### src/hdl/fifo_ctrl_pkg.sv
// package: constants for the uart channel fifo control block
package fifo_ctrl_pkg;
   // -----------------------------------------------------------
   // sizes
   // -----------------------------------------------------------
   localparam int FIFO_DEPTH = 16; // characters per fifo
   localparam int CHAR_W     = 8;  // character width
   localparam int ADDR_W     = 3;  // register address width
   localparam int DATA_W     = 8;  // register data width
   localparam int CNT_W      = 5;  // fill count width, holds 0..16
   localparam int EVT_W      = 4;  // sticky event bits

   typedef logic [ADDR_W-1:0] reg_addr_t;
   typedef logic [DATA_W-1:0] reg_data_t;
   typedef logic [CNT_W-1:0]  fill_t;
   typedef logic [CHAR_W-1:0] char_t;

   // -----------------------------------------------------------
   // register offsets
   // -----------------------------------------------------------
   localparam reg_addr_t OFF_FIFO_CTRL = 3'h0;
   localparam reg_addr_t OFF_SRC_VIEW  = 3'h1;
   localparam reg_addr_t OFF_RX_FILL   = 3'h2;
   localparam reg_addr_t OFF_TX_FILL   = 3'h3;
   localparam reg_addr_t OFF_EVT_STAT  = 3'h4;
   localparam reg_addr_t OFF_EVT_MASK  = 3'h5;

   // -----------------------------------------------------------
   // fifo control field positions and reset
   // -----------------------------------------------------------
   localparam int FC_ENABLE   = 0;
   localparam int FC_RX_FLUSH = 1;
   localparam int FC_TX_FLUSH = 2;
   localparam int FC_DMA_MODE = 3;
   localparam int FC_TRIG_LO  = 6;
   localparam int FC_TRIG_HI  = 7;
   localparam logic [1:0] FC_TRIG_RESET = 2'h0;

   // receive trigger levels per field code
   localparam fill_t TRIG_LVL_0 = 5'h01;
   localparam fill_t TRIG_LVL_1 = 5'h04;
   localparam fill_t TRIG_LVL_2 = 5'h08;
   localparam fill_t TRIG_LVL_3 = 5'h0E;

   // -----------------------------------------------------------
   // event bits, source view codes
   // -----------------------------------------------------------
   localparam int EV_RX_LEVEL = 0; // rx fill reached trigger
   localparam int EV_RX_TOUT  = 1; // rx time-out seen
   localparam int EV_RX_OVR   = 2; // char arrived with rx full
   localparam int EV_TX_EMPTY = 3; // tx fifo drained
   localparam logic [EVT_W-1:0] EVT_RESET = 4'h0;
   localparam logic [2:0] SRC_RX_DATA = 3'h2; // data available
   localparam logic [2:0] SRC_RX_TOUT = 3'h6; // data time-out
   localparam logic [2:0] SRC_NONE    = 3'h0;

   // trigger code to fill level
   function automatic fill_t trig_level(input logic [1:0] code);
      unique case (code)
         2'h0: trig_level = TRIG_LVL_0;
         2'h1: trig_level = TRIG_LVL_1;
         2'h2: trig_level = TRIG_LVL_2;
         2'h3: trig_level = TRIG_LVL_3;
      endcase
   endfunction
endpackage

### src/hdl/char_fifo.sv
// flip-flop character fifo with flush and run-time fill limit
`timescale 1ns/1ps
module char_fifo #(
   parameter int WIDTH = 8,
   parameter int DEPTH = 16,
   parameter int CW    = 5
) (
   input  wire logic             clock,
   input  wire logic             rstn,
   input  wire logic             clk_en,
   input  wire logic             flush,
   input  wire logic [CW-1:0]    limit,
   input  wire logic             push,
   input  wire logic [WIDTH-1:0] push_data,
   input  wire logic             pop,
   output logic      [CW-1:0]    count,
   output logic                  full,
   output logic                  empty,
   output logic      [WIDTH-1:0] head
);
   localparam int PW = $clog2(DEPTH);
   localparam logic [PW-1:0] LAST = PW'(DEPTH - 1);

   // refuse shapes the pointers cannot serve
   if (DEPTH < 2 || CW < $clog2(DEPTH + 1)) begin : g_bad
      $error("char_fifo: DEPTH or CW out of range");
   end

   logic [WIDTH-1:0] mem_q [DEPTH]; // storage entries
   logic [PW-1:0]    wr_q;          // write pointer
   logic [PW-1:0]    rd_q;          // read pointer
   logic             do_push;       // accepted write
   logic             do_pop;        // accepted read

   // limit of one gives holding-register behaviour
   assign full    = (count >= limit);
   assign empty   = (count == '0);
   assign do_push = push && !full;
   assign do_pop  = pop && !empty;
   assign head    = mem_q[rd_q];

   // -----------------------------------------------------------
   // storage, one flop row per entry
   // -----------------------------------------------------------
   for (genvar i = 0; i < DEPTH; i++) begin : g_ent
      always_ff @(posedge clock or negedge rstn) begin
         if (!rstn) begin
            mem_q[i] <= '0;
         end else if (clk_en && do_push && !flush && wr_q == PW'(i)) begin
            mem_q[i] <= push_data;
         end
      end
   end

   // pointers and count; flush beats any push or pop
   always_ff @(posedge clock or negedge rstn) begin
      if (!rstn) begin
         wr_q  <= '0;
         rd_q  <= '0;
         count <= '0;
      end else if (clk_en) begin
         if (flush) begin
            wr_q  <= '0;
            rd_q  <= '0;
            count <= '0;
         end else begin
            if (do_push) begin
               wr_q <= (wr_q == LAST) ? '0 : wr_q + 1'b1;
            end
            if (do_pop) begin
               rd_q <= (rd_q == LAST) ? '0 : rd_q + 1'b1;
            end
            count <= count + CW'(do_push) - CW'(do_pop);
         end
      end
   end
endmodule

### src/hdl/dma_ready.sv
// transmit and receive dma ready pins for both signalling modes
`timescale 1ns/1ps
module dma_ready
   import fifo_ctrl_pkg::*;
(
   input  wire logic  clock,
   input  wire logic  rstn,
   input  wire logic  clk_en,
   input  wire logic  mode1,
   input  wire logic  tx_empty,
   input  wire logic  tx_full,
   input  wire logic  rx_empty,
   input  wire logic  rx_level_ok,
   input  wire logic  rx_timeout,
   output logic       tx_dma_request_n,
   output logic       rx_dma_request_n
);
   logic rx_armed_q; // block request latched in mode 1
   logic rx_hit;     // trigger or time-out this cycle

   assign rx_hit = mode1 && (rx_level_ok || rx_timeout);

   // -----------------------------------------------------------
   // block mode latch
   // -----------------------------------------------------------
   // set wins over the empty clear so a late hit is not lost
   always_ff @(posedge clock or negedge rstn) begin
      if (!rstn) begin
         rx_armed_q <= 1'b0;
      end else if (clk_en) begin
         if (rx_hit) begin
            rx_armed_q <= 1'b1;
         end else if (rx_empty || !mode1) begin
            rx_armed_q <= 1'b0;
         end
      end
   end

   // pins combine state so they react in the same cycle
   always_comb begin
      if (mode1) begin
         tx_dma_request_n = tx_full;
         rx_dma_request_n = !(rx_hit || (rx_armed_q && !rx_empty));
      end else begin
         tx_dma_request_n = !tx_empty;
         rx_dma_request_n = rx_empty;
      end
   end
endmodule

### src/hdl/uart_fifo_control_dma_ready.sv
// one uart channel: fifo control register, fifos, dma ready pins
//
// The implementer's own choices: the placing of the registers and the strobed register port.
`timescale 1ns/1ps
module uart_fifo_control_dma_ready
   import fifo_ctrl_pkg::*;
#(
   parameter int DEPTH = FIFO_DEPTH
) (
   input  wire logic              clock,
   input  wire logic              rstn,
   input  wire logic              clk_en,
   input  wire fifo_ctrl_pkg::reg_addr_t reg_addr,
   input  wire fifo_ctrl_pkg::reg_data_t reg_wdata,
   input  wire logic              reg_wr,
   input  wire logic              reg_rd,
   output fifo_ctrl_pkg::reg_data_t      reg_rdata,
   input  wire logic              tx_push,
   input  wire fifo_ctrl_pkg::char_t     tx_char,
   output logic                   tx_space,
   output logic                   tx_char_valid,
   output fifo_ctrl_pkg::char_t          tx_char_out,
   input  wire logic              tx_char_take,
   input  wire logic              rx_push,
   input  wire fifo_ctrl_pkg::char_t     rx_char,
   input  wire logic              rx_timeout,
   output logic                   rx_char_valid,
   output fifo_ctrl_pkg::char_t          rx_char_out,
   input  wire logic              rx_pop,
   output logic                   tx_dma_request_n,
   output logic                   rx_dma_request_n,
   output logic                   irq
);
   import fifo_ctrl_pkg::*;

   // depth must fit the fill counter and the trigger table
   if (DEPTH < int'(TRIG_LVL_3) || DEPTH >= (1 << CNT_W)) begin : g_bad
      $error("uart_fifo_control_dma_ready: DEPTH out of range");
   end

   // -----------------------------------------------------------
   // control register state
   // -----------------------------------------------------------
   logic             fifo_on_q;  // both fifos enabled
   logic             dma_mode_q; // dma signalling mode
   logic [1:0]       trig_q;     // rx trigger field
   logic [EVT_W-1:0] evt_q;      // sticky events
   logic [EVT_W-1:0] mask_q;     // event mask
   reg_data_t        rdata_q;    // registered read data

   // -----------------------------------------------------------
   // derived strobes
   // -----------------------------------------------------------
   logic       ctrl_wr;     // write to fifo control
   logic       en_change;   // enable bit toggles
   logic       tx_flush;    // empty tx fifo now
   logic       rx_flush;    // empty rx fifo now
   fill_t      tx_holding_register;         // current rx threshold
   fill_t      limit;       // fill limit for both fifos
   fill_t      tx_count;    // tx fill
   fill_t      rx_count;    // rx fill
   logic       tx_full;     // tx fifo full
   logic       tx_empty;    // tx fifo empty
   logic       rx_full;     // rx fifo full
   logic       rx_empty;    // rx fifo empty
   logic       rx_acc;      // rx char accepted
   logic       tx_pop;      // tx char leaves
   logic       rx_level_ok; // fill at or above trigger
   logic       rx_tout;     // time-out counted in fifo mode
   logic       mode1;       // block dma mode active
   logic [EVT_W-1:0] evt_set; // events of this cycle
   logic [EVT_W-1:0] evt_clr; // write-one-to-clear bits
   reg_data_t  ctrl_view;   // control readback
   reg_data_t  src_view;    // interrupt source view

   assign ctrl_wr   = reg_wr && (reg_addr == OFF_FIFO_CTRL);
   assign en_change = ctrl_wr && (reg_wdata[FC_ENABLE] != fifo_on_q);

   // flush bits act only with bit 0 set; they are pulses, never stored
   // so they read back as zero right after the flush
   // an enable change also empties both fifos so no stale data survives
   assign tx_flush = (ctrl_wr && reg_wdata[FC_ENABLE] && reg_wdata[FC_TX_FLUSH]) || en_change;
   assign rx_flush = (ctrl_wr && reg_wdata[FC_ENABLE] && reg_wdata[FC_RX_FLUSH]) || en_change;

   assign tx_holding_register   = trig_level(trig_q);
   // disabled fifos behave as single holding registers
   assign limit = fifo_on_q ? fill_t'(DEPTH) : fill_t'(1);
   assign mode1 = fifo_on_q && dma_mode_q;

   // -----------------------------------------------------------
   // fifo control register
   // -----------------------------------------------------------
   always_ff @(posedge clock or negedge rstn) begin
      if (!rstn) begin
         fifo_on_q  <= 1'b0;
         dma_mode_q <= 1'b0;
         trig_q     <= FC_TRIG_RESET;
      end else if (clk_en && ctrl_wr) begin
         fifo_on_q <= reg_wdata[FC_ENABLE];
         if (reg_wdata[FC_ENABLE]) begin
            dma_mode_q <= reg_wdata[FC_DMA_MODE];
            trig_q     <= reg_wdata[FC_TRIG_HI:FC_TRIG_LO];
         end
      end
   end

   // -----------------------------------------------------------
   // the two fifos; state is per instance, nothing shared
   // -----------------------------------------------------------
   assign tx_pop = tx_char_take && !tx_empty;
   // trigger does not gate pushes, only a full fifo does
   assign rx_acc = rx_push && !rx_full;

   char_fifo #(
      .WIDTH (CHAR_W),
      .DEPTH (DEPTH),
      .CW    (CNT_W)
   ) u_tx_fifo (
      .clock     (clock),
      .rstn      (rstn),
      .clk_en    (clk_en),
      .flush     (tx_flush),
      .limit     (limit),
      .push      (tx_push),
      .push_data (tx_char),
      .pop       (tx_char_take),
      .count     (tx_count),
      .full      (tx_full),
      .empty     (tx_empty),
      .head      (tx_char_out)
   );

   char_fifo #(
      .WIDTH (CHAR_W),
      .DEPTH (DEPTH),
      .CW    (CNT_W)
   ) u_rx_fifo (
      .clock     (clock),
      .rstn      (rstn),
      .clk_en    (clk_en),
      .flush     (rx_flush),
      .limit     (limit),
      .push      (rx_push),
      .push_data (rx_char),
      .pop       (rx_pop),
      .count     (rx_count),
      .full      (rx_full),
      .empty     (rx_empty),
      .head      (rx_char_out)
   );

   assign tx_space      = !tx_full;
   assign tx_char_valid = !tx_empty;
   assign rx_char_valid = !rx_empty;

   // level stays true while fill is at or above trigger
   assign rx_level_ok = fifo_on_q && (rx_count >= tx_holding_register);
   assign rx_tout     = fifo_on_q && rx_timeout;

   // -----------------------------------------------------------
   // dma ready pins
   // -----------------------------------------------------------
   dma_ready u_ready (
      .clock            (clock),
      .rstn             (rstn),
      .clk_en           (clk_en),
      .mode1            (mode1),
      .tx_empty         (tx_empty),
      .tx_full          (tx_full),
      .rx_empty         (rx_empty),
      .rx_level_ok      (rx_level_ok),
      .rx_timeout       (rx_tout),
      .tx_dma_request_n (tx_dma_request_n),
      .rx_dma_request_n (rx_dma_request_n)
   );

   // -----------------------------------------------------------
   // sticky events and interrupt
   // -----------------------------------------------------------
   always_comb begin
      evt_set = '0;
      // fill steps onto the trigger exactly, flush suppresses it
      evt_set[EV_RX_LEVEL] = fifo_on_q && rx_acc && !rx_pop && !rx_flush
                             && (rx_count + 1'b1 == tx_holding_register);
      evt_set[EV_RX_TOUT]  = rx_tout;
      evt_set[EV_RX_OVR]   = rx_push && rx_full && !rx_flush;
      evt_set[EV_TX_EMPTY] = tx_pop && !tx_push && (tx_count == fill_t'(1));
   end

   assign evt_clr = (reg_wr && reg_addr == OFF_EVT_STAT) ? reg_wdata[EVT_W-1:0] : '0;

   // set beats a simultaneous write-one clear
   always_ff @(posedge clock or negedge rstn) begin
      if (!rstn) begin
         evt_q <= EVT_RESET;
      end else if (clk_en) begin
         evt_q <= (evt_q & ~evt_clr) | evt_set;
      end
   end

   // mask register
   always_ff @(posedge clock or negedge rstn) begin
      if (!rstn) begin
         mask_q <= EVT_RESET;
      end else if (clk_en && reg_wr && reg_addr == OFF_EVT_MASK) begin
         mask_q <= reg_wdata[EVT_W-1:0];
      end
   end

   assign irq = |(evt_q & mask_q);

   // -----------------------------------------------------------
   // read views
   // -----------------------------------------------------------
   always_comb begin
      ctrl_view = '0; // flush bits and bits 5:4 read as zero
      ctrl_view[FC_ENABLE]             = fifo_on_q;
      ctrl_view[FC_DMA_MODE]           = dma_mode_q;
      ctrl_view[FC_TRIG_HI:FC_TRIG_LO] = trig_q;
   end

   // data-available drops as soon as fill falls below trigger
   always_comb begin
      src_view = '0;
      src_view[DATA_W-1] = fifo_on_q;
      src_view[DATA_W-2] = fifo_on_q;
      if (rx_level_ok) begin
         src_view[3:1] = SRC_RX_DATA;
      end else if (fifo_on_q && evt_q[EV_RX_TOUT] && !rx_empty) begin
         src_view[3:1] = SRC_RX_TOUT;
      end else begin
         src_view[3:1] = SRC_NONE;
      end
      src_view[0] = (src_view[3:1] == SRC_NONE); // high means nothing pending
   end

   // read data stands only in the cycle after the strobe
   always_ff @(posedge clock or negedge rstn) begin
      if (!rstn) begin
         rdata_q <= '0;
      end else if (clk_en) begin
         if (reg_rd) begin
            unique case (reg_addr)
               OFF_FIFO_CTRL: rdata_q <= ctrl_view;
               OFF_SRC_VIEW:  rdata_q <= src_view;
               OFF_RX_FILL:   rdata_q <= DATA_W'(rx_count);
               OFF_TX_FILL:   rdata_q <= DATA_W'(tx_count);
               OFF_EVT_STAT:  rdata_q <= DATA_W'(evt_q);
               OFF_EVT_MASK:  rdata_q <= DATA_W'(mask_q);
               default:       rdata_q <= '0; // unmapped reads zero
            endcase
         end else begin
            rdata_q <= '0;
         end
      end
   end

   assign reg_rdata = rdata_q;

   // -----------------------------------------------------------
   // checks
   // -----------------------------------------------------------
   property p_rx_level_evt;
      @(posedge clock) disable iff (!rstn)
      (clk_en && fifo_on_q && rx_acc && !rx_pop && !rx_flush && rx_count == tx_holding_register - 1'b1)
      |=> evt_q[EV_RX_LEVEL] && rx_count == tx_holding_register;
   endproperty
   a_rx_level_evt: assert property (p_rx_level_evt) else $error("rx level event missed");

   property p_trig_map;
      @(posedge clock) disable iff (!rstn)
      tx_holding_register == ((trig_q == 2'h0) ? 5'd1 : (trig_q == 2'h1) ? 5'd4 : (trig_q == 2'h2) ? 5'd8 : 5'd14);
   endproperty
   a_trig_map: assert property (p_trig_map) else $error("trigger level wrong");

   property p_rx_fills_on;
      @(posedge clock) disable iff (!rstn)
      (clk_en && fifo_on_q && rx_push && !rx_pop && !rx_flush && rx_count >= tx_holding_register
       && rx_count < fill_t'(DEPTH)) |=> rx_count == $past(rx_count) + 1'b1;
   endproperty
   a_rx_fills_on: assert property (p_rx_fills_on) else $error("rx stopped at trigger");

   property p_unused_zero;
      @(posedge clock) disable iff (!rstn)
      (clk_en && reg_rd && reg_addr == OFF_FIFO_CTRL) |=> reg_rdata[5:1] == {2'b00, dma_mode_q, 2'b00};
   endproperty
   a_unused_zero: assert property (p_unused_zero) else $error("unused control bits set");

   property p_dma_sel;
      @(posedge clock) disable iff (!rstn)
      (clk_en && ctrl_wr && reg_wdata[FC_ENABLE]) |=> mode1 == $past(reg_wdata[FC_DMA_MODE]);
   endproperty
   a_dma_sel: assert property (p_dma_sel) else $error("dma mode not taken");

   property p_tx_mode0;
      @(posedge clock) disable iff (!rstn)
      !mode1 |-> tx_dma_request_n == (tx_count != '0);
   endproperty
   a_tx_mode0: assert property (p_tx_mode0) else $error("tx ready wrong in mode 0");

   property p_rx_mode0;
      @(posedge clock) disable iff (!rstn)
      !mode1 |-> rx_dma_request_n == (rx_count == '0);
   endproperty
   a_rx_mode0: assert property (p_rx_mode0) else $error("rx ready wrong in mode 0");

   property p_tx_mode1;
      @(posedge clock) disable iff (!rstn)
      mode1 |-> tx_dma_request_n == (tx_count == fill_t'(DEPTH));
   endproperty
   a_tx_mode1: assert property (p_tx_mode1) else $error("tx ready wrong in mode 1");

   property p_rx_mode1_hold;
      @(posedge clock) disable iff (!rstn)
      (clk_en && mode1 && !rx_dma_request_n && !ctrl_wr && !rx_pop) |=> !rx_dma_request_n;
   endproperty
   a_rx_mode1_hold: assert property (p_rx_mode1_hold) else $error("rx ready released early");

   property p_tx_flush;
      @(posedge clock) disable iff (!rstn)
      (clk_en && ctrl_wr && reg_wdata[FC_ENABLE] && reg_wdata[FC_TX_FLUSH]) |=> tx_count == '0;
   endproperty
   a_tx_flush: assert property (p_tx_flush) else $error("tx flush failed");

   property p_rx_flush;
      @(posedge clock) disable iff (!rstn)
      (clk_en && ctrl_wr && reg_wdata[FC_ENABLE] && reg_wdata[FC_RX_FLUSH]) |=> rx_count == '0;
   endproperty
   a_rx_flush: assert property (p_rx_flush) else $error("rx flush failed");

   property p_ignore_wr;
      @(posedge clock) disable iff (!rstn)
      (clk_en && ctrl_wr && !reg_wdata[FC_ENABLE]) |=> !fifo_on_q && $stable(trig_q) && $stable(dma_mode_q);
   endproperty
   a_ignore_wr: assert property (p_ignore_wr) else $error("write without enable took effect");

   property p_src_top;
      @(posedge clock) disable iff (!rstn)
      (clk_en && reg_rd && reg_addr == OFF_SRC_VIEW) |=> reg_rdata[7:6] == {2{$past(fifo_on_q)}};
   endproperty
   a_src_top: assert property (p_src_top) else $error("source view top bits wrong");
endmodule

### config.mk
export PLATFORM = sky130hd
export DESIGN_NAME = uart_fifo_control_dma_ready
export DESIGN_NICKNAME = d
export VERILOG_FILES = /design/src/hdl/fifo_ctrl_pkg.sv /design/src/hdl/char_fifo.sv /design/src/hdl/dma_ready.sv /design/src/hdl/uart_fifo_control_dma_ready.sv
export SDC_FILE = /design/constraint.sdc
export NUM_CORES = 1
export LEC_CHECK = 0
export BUFFER_PORTS_ARGS = -buffer_cell sky130_fd_sc_hd__clkbuf_2
export CAP_MARGIN = 15
export CORE_MARGIN = 4
export CORE_UTILIZATION = 25
export CTS_CLUSTER_SIZE = 28
export DETAILED_ROUTE_END_ITERATION = 12
export PLACE_DENSITY = 0.38
export SETUP_SLACK_MARGIN = 0.05
export SYNTH_ARGS = -nofsm -noshare
export SYNTH_HDL_FRONTEND = slang
export SYNTH_SLANG_ARGS = --single-unit
### constraint.sdc
create_clock -name clock -period 9 [get_ports clock]
set_clock_uncertainty 0.05 [all_clocks]
set_input_delay 0.45 -clock clock [delete_from_list [all_inputs] [get_ports clock]]
set_output_delay 0.45 -clock clock [all_outputs]
set_load 0.05 [all_outputs]
==> results.py <==
metrics = {
    "die": {
        "die_h_um": 253,
        "ios": 67,
        "core-area_um2": 59100,
        "start_util_pct": 25.3,
        "chipWidth_um": 253,
        "die_area_um2": 63900,
        "rows": 89,
    },
    "synth": {
        "syn_area_um2": 15000,
        "syn_inst": 1035,
        "synth_seq_area_share_pct": 50.5,
        "async_flop_share_pct": 100,
        "synth-edff-count": 0,
        "synth_seq_cells": 302,
        "synth.distinct_cells": 64,
        "avgSynthCellArea_um2": 14.5,
        "synth_warnings": 0,
        "synth_nets": 1112,
        "synth_ff_type": "dfrtp_1",
    },
    "place": {
        "gp_congestion": 0.740,
        "dp_hpwl_um": 24900,
        "portBuffers": 63,
        "placed_area_um2": 16000,
    },
    "global_routing": {
        "grt_pass1_wl_um": 59500,
        "grt_max_degree": 170,
        "grt.total_usage_pct": 12.0,
        "antenna_found_initial": 0,
        "grt_pass1_vias": 9337,
        "grt.overflow.total": 0,
    },
    "finish": {
        "fin_nets": 1154,
        "syn_to_final_growth_pct": 15.9,
        "final_layout_size_suffix_gt1_share_pct": 44.8,
        "antennaDiodeCount": 0,
        "final_common_cell": "dfrtp_1",
        "stdcell_area_um2": 17400,
        "final_cell_mix": "dfrtp_1, mux2_2, mux4_2",
    },
    "routing": {
        "met3_length_um": 1220,
        "dr_wl_met2_um": 17800,
        "wl_um": 37700,
        "firstDrtPassIters": 5,
        "met1_length_um": 18000,
        "drt_iter0_markers": 375,
        "route.detailed.drc": 0,
        "vias": 8708,
        "drt-wirelength-per-cell_um": 20.1,
        "topRoutingLayerUsed": "met4",
        "postRouteAntennaNets": 0,
        "avgViaCountPerCell": 4.63,
    },
    "power": {
        "power.density_nw_per_um2": 318,
        "p_leak_nw": 7.93,
        "peakVddDrop_v": 0.000151,
    },
    "clock_tree": {
        "cts_sinks": 302,
        "clock_latency_ps": 560,
        "cts_tree": "done",
        "root_buffer": "clkbuf_16",
        "cts_buffers": 40,
        "post_cts_buffers": 0,
        "cts_max_level": 2,
        "clockBufferDepth": 3,
        "cts.clk_slew.worst_paths_ps": 50,
    },
    "min_path": {
        "hold_path.class": "in2reg",
    },
    "sta": {
        "setup_viol": 0,
        "tightest_slew_ps": 1160,
        "relSlewSlack_pct": 22.6,
        "rsz0062_at_grt": "false",
        "finalSetupTns_ps": 0,
        "finalCriticalPeriod_ps": 3760,
        "hold_viol": 0,
        "fmax_mhz": 266,
        "final_max_slew_viol_count": 0,
        "post-route-period-util_pct": 41.8,
    },
    "worst_setup_path": {
        "cp_max_fo": 19,
        "worst_setup_path_start_kind": "flip-flop",
        "cp.required_ps": 9380,
        "cp-end-kind": "flip-flop",
        "arrival_ps": 4150,
        "crit_type": "reg2reg",
    },
    "flow_run": {
        "cap_violations": 0,
    },
    "status": {
        "status": "completed",
    },
}
cell families (layout without fill, tap and decap cells):
kind of cell / after synthesis / after routing / synth area share, %
other: 1 / 1 / 0.0250
flip-flops: 302 / 302 / 50.5
multiplexers: 354 / 354 / 32.8
buffers and inverters: 96 / 168 / 2.82
AO/OA/AOI/OAI: 93 / 93 / 4.30
XOR/XNOR: 11 / 11 / 0.643
AND/OR/NAND/NOR: 138 / 138 / 5.54
adder cells (fa/ha/maj): 40 / 40 / 3.44
final timing paths:
kind                                                 startpoint                               end  slack (ps)  cells after the start
worst max-delay path                      fifo_on_q$_DFFE_PN0P_   u_tx_fifo.mem_q[63]$_DFFE_PN0P_        5240                      7
worst min-delay path                               reg_wdata[7]             trig_q[1]$_DFFE_PN0P_          80                      2
worst max register to register            fifo_on_q$_DFFE_PN0P_   u_tx_fifo.mem_q[63]$_DFFE_PN0P_        5240                      7
worst min register to register  u_rx_fifo.mem_q[44]$_DFFE_PN0P_   u_rx_fifo.mem_q[44]$_DFFE_PN0P_         430                      1
max in group asynchronous                                  rstn  u_rx_fifo.mem_q[121]$_DFFE_PN0P_        6930                      3
min in group asynchronous                                  rstn  u_tx_fifo.mem_q[126]$_DFFE_PN0P_         430                      2
report_power, final:
part / switching, mW / internal [mW]
registers: 0.279 / 1.71
clock network: 0.643 / 0.940
logic: 1.06 / 0.882
total: 1.99 / 3.54
cells in the mapped netlist, drive strengths merged, types with 6 or more instances:
master  number  area share (%)
a22oi        6            0.30
nand2       30            0.75
a21oi       21            0.70
nor2        19            0.48
o21ai       17            0.57
inv         23            0.58
nor2b        9            0.38
a21o         6            0.30
and3        23            0.99
mux2i        8            0.53
clkbuf      38            0.95
nand3       18            0.97
a22o         8            0.47
dfrtp      302              50
xnor2        9            0.53
mux2       266              20
ha          38             3.2
mux4        80              12
buf         34             1.3
o22ai        7            0.29
metal layers:
layer / vias to the layer above / global-route usage, %
met4: 0 / 3.23
met2: 106 / 19.4
met5: - / 0
met1: 4615 / 17.0
met3: 46 / 1.97
li1: 3941 / -
timing repair:
item	in CTS	in global routing
resized for setup	0	0
endpoints found under the hold margin	76	0
hold buffers	1	0
state kept, by name, indices dropped and copies added, names as in the netlist, 2 cells and up:
| name | count |
|---|---|
| u_rx_fifo.mem_q | 128 |
| u_tx_fifo.mem_q | 128 |
| reg_rdata | 7 |
| u_rx_fifo.count | 5 |
| u_tx_fifo.count | 5 |
| evt_q | 4 |
| mask_q | 4 |
| u_rx_fifo.rd_q | 4 |
| u_rx_fifo.wr_q | 4 |
| u_tx_fifo.rd_q | 4 |
| u_tx_fifo.wr_q | 4 |
| trig_q | 2 |
cell type report:
cell class	count	area, µm²
clock buffer	56	1160
clock inverter	16	163
fill	5950	41800
inverter	24	90.1
multi-input combinational	637	7000
sequential	302	7560
tap	773	967
timing repair buffer	72	408
metrics by stage:
| stage | std cells | hold slack [ps] | util, % | setup slack [ps] | total power, mW |
|---|---|---|---|---|---|
| floorplan | 1035 | 104 | - | 5380 | 3.45 |
| global placement | 1807 | 419 | 27.1 | 5200 | 3.98 |
| detailed placement | 1807 | 424 | 27.1 | 5200 | 4.01 |
| CTS | 1880 | 34.9 | 29.3 | 5160 | 5.65 |
| global route | 1880 | 56.3 | 29.3 | 5000 | 5.88 |
| finish | 1880 | 78.8 | 29.3 | 5240 | 5.52 |
worst max-delay path, stage by stage, from the launching register on:
cell	delay [ps]
dfrtp_1	610
inv_1	270
ha_1	360
and4b_1	200
or3b_2	520
nor3_4	610
and3_1	610
mux2_2	400
(Power assumes the default switching activity.)
